==> src/rtl/accr_pkg.sv <==
package accr_pkg;

	localparam int ADDR_W = 8;
	localparam int DATA_W = 16;

	// register offsets (word addresses on the register port)
	localparam logic [7:0] CH1_CONFIG_OFS = 8'h0e;
	localparam logic [7:0] CH1_OFFSET_CAL_HIGH_OFS = 8'h0f;
	localparam logic [7:0] CH1_OFFSET_CAL_LOW_OFS = 8'h10;
	localparam logic [7:0] CH1_GAIN_CAL_HIGH_OFS = 8'h11;
	localparam logic [7:0] CH1_GAIN_CAL_LOW_OFS = 8'h12;
	localparam logic [7:0] CH2_CONFIG_OFS = 8'h13;
	localparam logic [7:0] CH2_OFFSET_CAL_HIGH_OFS = 8'h14;

	// reset values
	localparam logic [15:0] CONFIG_RST = 16'h0000;
	localparam logic [15:0] OFFSET_HIGH_RST = 16'h0000;
	localparam logic [15:0] GAIN_HIGH_RST = 16'h8000;
	localparam logic [7:0] CAL_LOW_RST = 8'h00;

	// field positions
	localparam int PHASE_LSB = 6;
	localparam int PHASE_W = 10;
	localparam int BYPASS_BIT = 2;
	localparam int SEL_LSB = 0;
	localparam int CAL_LOW_LSB = 8;

	typedef enum logic [1:0]
	{
		ACCR_SEL_OWN_PAIR = 2'h0,
		ACCR_SEL_SHORTED = 2'h1,
		ACCR_SEL_POS_TEST = 2'h2,
		ACCR_SEL_NEG_TEST = 2'h3
	} accr_sel_t;

	typedef struct packed
	{
		logic signed [9:0] chan_phase_delay;
		logic dc_removal_bypass;
		accr_sel_t input_source_select;
	} accr_cfg_t;

	typedef struct packed
	{
		logic dc_removal_active;
		logic route_own_pair;
		logic route_shorted;
		logic route_pos_test;
		logic route_neg_test;
	} accr_route_t;

endpackage

==> src/rtl/accr_regs.sv <==
`timescale 1ns/1ps
`default_nettype none
module accr_regs
	import accr_pkg::*;
(
	input wire logic clk,
	input wire logic reset_n,
	input wire logic [ADDR_W-1:0] reg_addr,
	input wire logic [DATA_W-1:0] reg_wdata,
	input wire logic reg_write,
	input wire logic reg_read,
	output logic [DATA_W-1:0] reg_rdata,
	input wire logic global_dc_removal_setting,
	output accr_cfg_t ch1_config,
	output accr_cfg_t ch2_config,
	output accr_route_t ch1_route,
	output accr_route_t ch2_route,
	output logic signed [23:0] ch1_offset_cal,
	output logic [23:0] ch1_gain_cal,
	output logic signed [15:0] ch2_offset_cal_upper
);

	logic [15:0] ch1_config_reg;
	logic [15:0] ch2_config_reg;
	logic [15:0] ch1_offset_high_reg;
	logic [7:0] ch1_offset_low_reg;
	logic [15:0] ch1_gain_high_reg;
	logic [7:0] ch1_gain_low_reg;
	logic [15:0] ch2_offset_high_reg;
	logic [15:0] rdata_next;

	function automatic accr_cfg_t cfg_of(input logic [15:0] w);
		accr_cfg_t c;
		c.chan_phase_delay = w[PHASE_LSB +: PHASE_W];
		c.dc_removal_bypass = w[BYPASS_BIT];
		c.input_source_select = accr_sel_t'(w[SEL_LSB +: 2]);
		return c;
	endfunction

	function automatic accr_route_t route_of(input logic [15:0] w,
		input logic glob);
		accr_route_t r;
		r.dc_removal_active = glob & ~w[BYPASS_BIT];
		r.route_own_pair = (w[SEL_LSB +: 2] == ACCR_SEL_OWN_PAIR);
		r.route_shorted = (w[SEL_LSB +: 2] == ACCR_SEL_SHORTED);
		r.route_pos_test = (w[SEL_LSB +: 2] == ACCR_SEL_POS_TEST);
		r.route_neg_test = (w[SEL_LSB +: 2] == ACCR_SEL_NEG_TEST);
		return r;
	endfunction

	// config words; reserved bits 5:3 never stored
	always_ff @(posedge clk or negedge reset_n)
	begin
		if (!reset_n)
		begin
			ch1_config_reg <= CONFIG_RST;
			ch2_config_reg <= CONFIG_RST;
		end
		else if (reg_write)
		begin
			if (reg_addr == CH1_CONFIG_OFS)
				ch1_config_reg <= {reg_wdata[15:6], 3'h0, reg_wdata[2:0]};
			if (reg_addr == CH2_CONFIG_OFS)
				ch2_config_reg <= {reg_wdata[15:6], 3'h0, reg_wdata[2:0]};
		end
	end

	always_ff @(posedge clk or negedge reset_n)
	begin
		if (!reset_n)
		begin
			ch1_offset_high_reg <= OFFSET_HIGH_RST;
			ch1_offset_low_reg <= CAL_LOW_RST;
			ch2_offset_high_reg <= OFFSET_HIGH_RST;
		end
		else if (reg_write)
		begin
			if (reg_addr == CH1_OFFSET_CAL_HIGH_OFS)
				ch1_offset_high_reg <= reg_wdata;
			if (reg_addr == CH1_OFFSET_CAL_LOW_OFS)
				ch1_offset_low_reg <= reg_wdata[15:8];
			if (reg_addr == CH2_OFFSET_CAL_HIGH_OFS)
				ch2_offset_high_reg <= reg_wdata;
		end
	end

	always_ff @(posedge clk or negedge reset_n)
	begin
		if (!reset_n)
		begin
			ch1_gain_high_reg <= GAIN_HIGH_RST;
			ch1_gain_low_reg <= CAL_LOW_RST;
		end
		else if (reg_write)
		begin
			if (reg_addr == CH1_GAIN_CAL_HIGH_OFS)
				ch1_gain_high_reg <= reg_wdata;
			if (reg_addr == CH1_GAIN_CAL_LOW_OFS)
				ch1_gain_low_reg <= reg_wdata[15:8];
		end
	end

	// read mux; unmapped addresses read zero
	always_comb
	begin
		rdata_next = 16'h0000;
		case (reg_addr)
			CH1_CONFIG_OFS: rdata_next = ch1_config_reg & 16'hffc7;
			CH1_OFFSET_CAL_HIGH_OFS: rdata_next = ch1_offset_high_reg;
			CH1_OFFSET_CAL_LOW_OFS: rdata_next = {ch1_offset_low_reg, 8'h00};
			CH1_GAIN_CAL_HIGH_OFS: rdata_next = ch1_gain_high_reg;
			CH1_GAIN_CAL_LOW_OFS: rdata_next = {ch1_gain_low_reg, 8'h00};
			CH2_CONFIG_OFS: rdata_next = ch2_config_reg & 16'hffc7;
			CH2_OFFSET_CAL_HIGH_OFS: rdata_next = ch2_offset_high_reg;
			default: rdata_next = 16'h0000;
		endcase
	end

	// read data valid only in the cycle after the strobe
	always_ff @(posedge clk or negedge reset_n)
	begin
		if (!reset_n)
			reg_rdata <= 16'h0000;
		else if (reg_read)
			reg_rdata <= rdata_next;
		else
			reg_rdata <= 16'h0000;
	end

	// datapath view, registered one cycle after the stored words
	always_ff @(posedge clk or negedge reset_n)
	begin
		if (!reset_n)
		begin
			ch1_config <= '0;
			ch2_config <= '0;
			ch1_route <= '0;
			ch2_route <= '0;
			ch1_offset_cal <= {OFFSET_HIGH_RST, CAL_LOW_RST};
			ch1_gain_cal <= {GAIN_HIGH_RST, CAL_LOW_RST};
			ch2_offset_cal_upper <= OFFSET_HIGH_RST;
		end
		else
		begin
			ch1_config <= cfg_of(ch1_config_reg);
			ch2_config <= cfg_of(ch2_config_reg);
			ch1_route <= route_of(ch1_config_reg,
				global_dc_removal_setting);
			ch2_route <= route_of(ch2_config_reg,
				global_dc_removal_setting);
			ch1_offset_cal <= {ch1_offset_high_reg, ch1_offset_low_reg};
			ch1_gain_cal <= {ch1_gain_high_reg, ch1_gain_low_reg};
			ch2_offset_cal_upper <= ch2_offset_high_reg;
		end
	end
endmodule
`default_nettype wire

==> config.mk <==
export PLATFORM = sky130hd
export DESIGN_NAME = accr_regs
export DESIGN_NICKNAME = d
export VERILOG_FILES = /design/src/rtl/accr_pkg.sv /design/src/rtl/accr_regs.sv
export SDC_FILE = /design/constraint.sdc
export NUM_CORES = 1
export LEC_CHECK = 0
export BUFFER_PORTS_ARGS = -buffer_cell sky130_fd_sc_hd__buf_2
export CAP_MARGIN = 20
export CORE_MARGIN = 2
export CORE_UTILIZATION = 45
export DETAILED_ROUTE_END_ITERATION = 8
export PLACE_DENSITY = 0.73
export REMOVE_ABC_BUFFERS = 1
export SYNTH_ARGS = -nofsm -noshare
export SYNTH_HDL_FRONTEND = slang
export SYNTH_SLANG_ARGS = --single-unit
==> constraint.sdc <==
create_clock -name clk -period 2.6 [get_ports clk]
set_clock_uncertainty 0.2 [all_clocks]
set_input_delay 0.52 -clock clk [delete_from_list [all_inputs] [get_ports clk]]
set_output_delay 0.52 -clock clk [all_outputs]
set_load 0.005 [all_outputs]
==> metrics <==
LEAKAGE 4.851 nW; worst r2r src ch2_config_reg[14]; routed length on met3 1119 um; peak supply drop 0.0004405 V; most frequent cells in the layout 204 x dfrtp_1, 143 x buf_2, 80 x mux2_2; Post-Syn Instances 420; Clock Path Buffers 3; post-synth cell types 37; Post-CTS Resized 0; chip width 130.6 um; area of the mapped netlist 7216 sq um; Power Total 6.503 mW; sequential element share of the synthesized area 71.48%; period utilization 79.79%; Worst-path clk slew 0.06 ns; CP startpoint reg_addr[5]; worst hold path type in2reg; status completed; site row count 46; Post-synth EDFFs 0; total wire length 16390 um; met2 routed WL 7802 um; vias in the first global route 4521; hold_sp global_dc_removal_setting; DR iter-0 viols 287; syn avg cell area 17.18 sq um; placed insts 793; starting density of the core 45.76%; setup TNS 0 ns; CTS sink count 206; DR pass1 iterations 5; DR vias 4316; Synth Flop Type dfrtp_1; hpwl dp 11160 um; Area growth syn-to-layout 25.32%; die area 17060 sq um; Max-cap violations 0; CTS H-tree lvls 1; min Tclk post-route 2.075 ns; # IOs 145; Final Instance Count excl. Fillers 829; IO buf count 144; Final WS setup 0.5254 ns; drt drc 0; initial antenna violation count 3; first-pass GRT wire length 25150 um; clock root cell clkbuf_16; detailed-route vias per instance 5.206; Final Hold Fails 0; setup violators final 0; GPL Wtd Cong 0.7765; CP Data Required Time 2.76 ns; Num CTS Buffers 20; register bit total from synthesis 206; Crit. End Element flop; Crit Path Category in2reg; antenna-violating nets left 0; power per cell area 719.2 nW/um^2; DIE HEIGHT 130.6 um; worst path arrival time 2.24 ns; Final Net Count 629; WL met1 7105 um; Clock Latency Late Sink 0.48 ns; GR Util All Layers 19.60%; Rel. slew slack 43.24%; DP Worst Slack 0.01335 ns; design area 9042 sq um; RSZ-0062 raised after global routing false; ratio of cells with drive above 1 in the final layout 50.41%; Area after DPL 8404 sq um; max frequency 482.0 MHz; routed wire length per instance 19.77 um; CP max FO 8; CTS tree built; asr flop ratio synth 100.0%; Ys Warns 0; startpoint types input pin; hold_ws 0.07883 ns; final core utilization 57.34%; most common cell after layout, fill and taps aside dfrtp_1; total global routing overflow 0; largest net degree at the start of global routing 79; number of fill cells 1257; Core Region 15770 sq um; Max Used Layer met5; worst slew pin tran 0.8513 ns; Final Max Tran Viols 0
## per-layer routing
layer / global-route usage [%] / vias up
met4: 5.820 / 4
li1: - / 1874
met2: 31.89 / 179
met3: 4.438 / 37
met5: 0 / -
met1: 26.76 / 2222
## kinds of logic after synthesis
family / share of synthesized area (%)
and+or+nand+nor: 4.717
AOI/OAI and AO/OA: 4.179
DFF: 71.48
buffers and inverters: 1.283
muxes: 18.35
## synthesized netlist by cell type (3+ instances only)
library cell  number  area (sq um)
dfrtp_1          204          5105
mux2_2            80         900.9
a22oi_1           16         120.1
mux2i_1           13         130.1
nor2_1            13         48.80
o2bb2ai_1         13         113.9
buf_2             11         55.05
mux2_1            10         112.6
mux4_2             8         180.2
nand2_1            6         22.52
nor2b_1            6         37.54
a21oi_1            5         25.02
buf_1              4         15.01
a32o_1             3         30.03
clkbuf_1           3         11.26
## worst paths after layout
path | endpoint | slack, ns | cells past startpoint
hold reg to reg | ch1_gain_cal[23] | 0.18 | 0
setup reg to reg | reg_rdata[14] | 1.07 | 3
max in group asynchronous | ch2_config_reg[1] | 1.08 | 3
setup / recovery | ch1_gain_low_reg[2] | 0.53 | 7
hold / removal | ch1_route[4] | 0.08 | 2
min in group asynchronous | ch1_config[10] | 0.43 | 2
## report_power, final
group	internal (mW)	switching, mW	total, mW
combinational	0.164	0.194	0.358
sequential	3.35	0.0796	3.43
clock	1.58	1.14	2.72
total	5.09	1.41	6.50
## layout make-up
class	instances	area, sq um	area share (%)
multi-input cells	194	1978	21.88
inverters	1	3.754	0.04151
clock buffers	27	588.1	6.503
flip-flops and latches	206	5157	57.04
diodes	2	5.005	0.05535
well taps	216	270.3	2.989
clock inverters	6	35.03	0.3874
repair buffers	177	1005	11.11
## critical path: stages
cell     delay [ns]
buf_2          0.13
or3_4          0.41
nor3_4         0.27
buf_4          0.21
buf_4          0.15
nand4_4        0.21
mux2_2         0.34
## timing repair
| action | 4_1_cts | 5_1_grt |
|---|---|---|
| hold endpoints to repair | 71 | 0 |
| setup buffers | 0 | 0 |
| hold buffers | 1 | 0 |
Note: power is estimated with default switching activity, not from simulation.
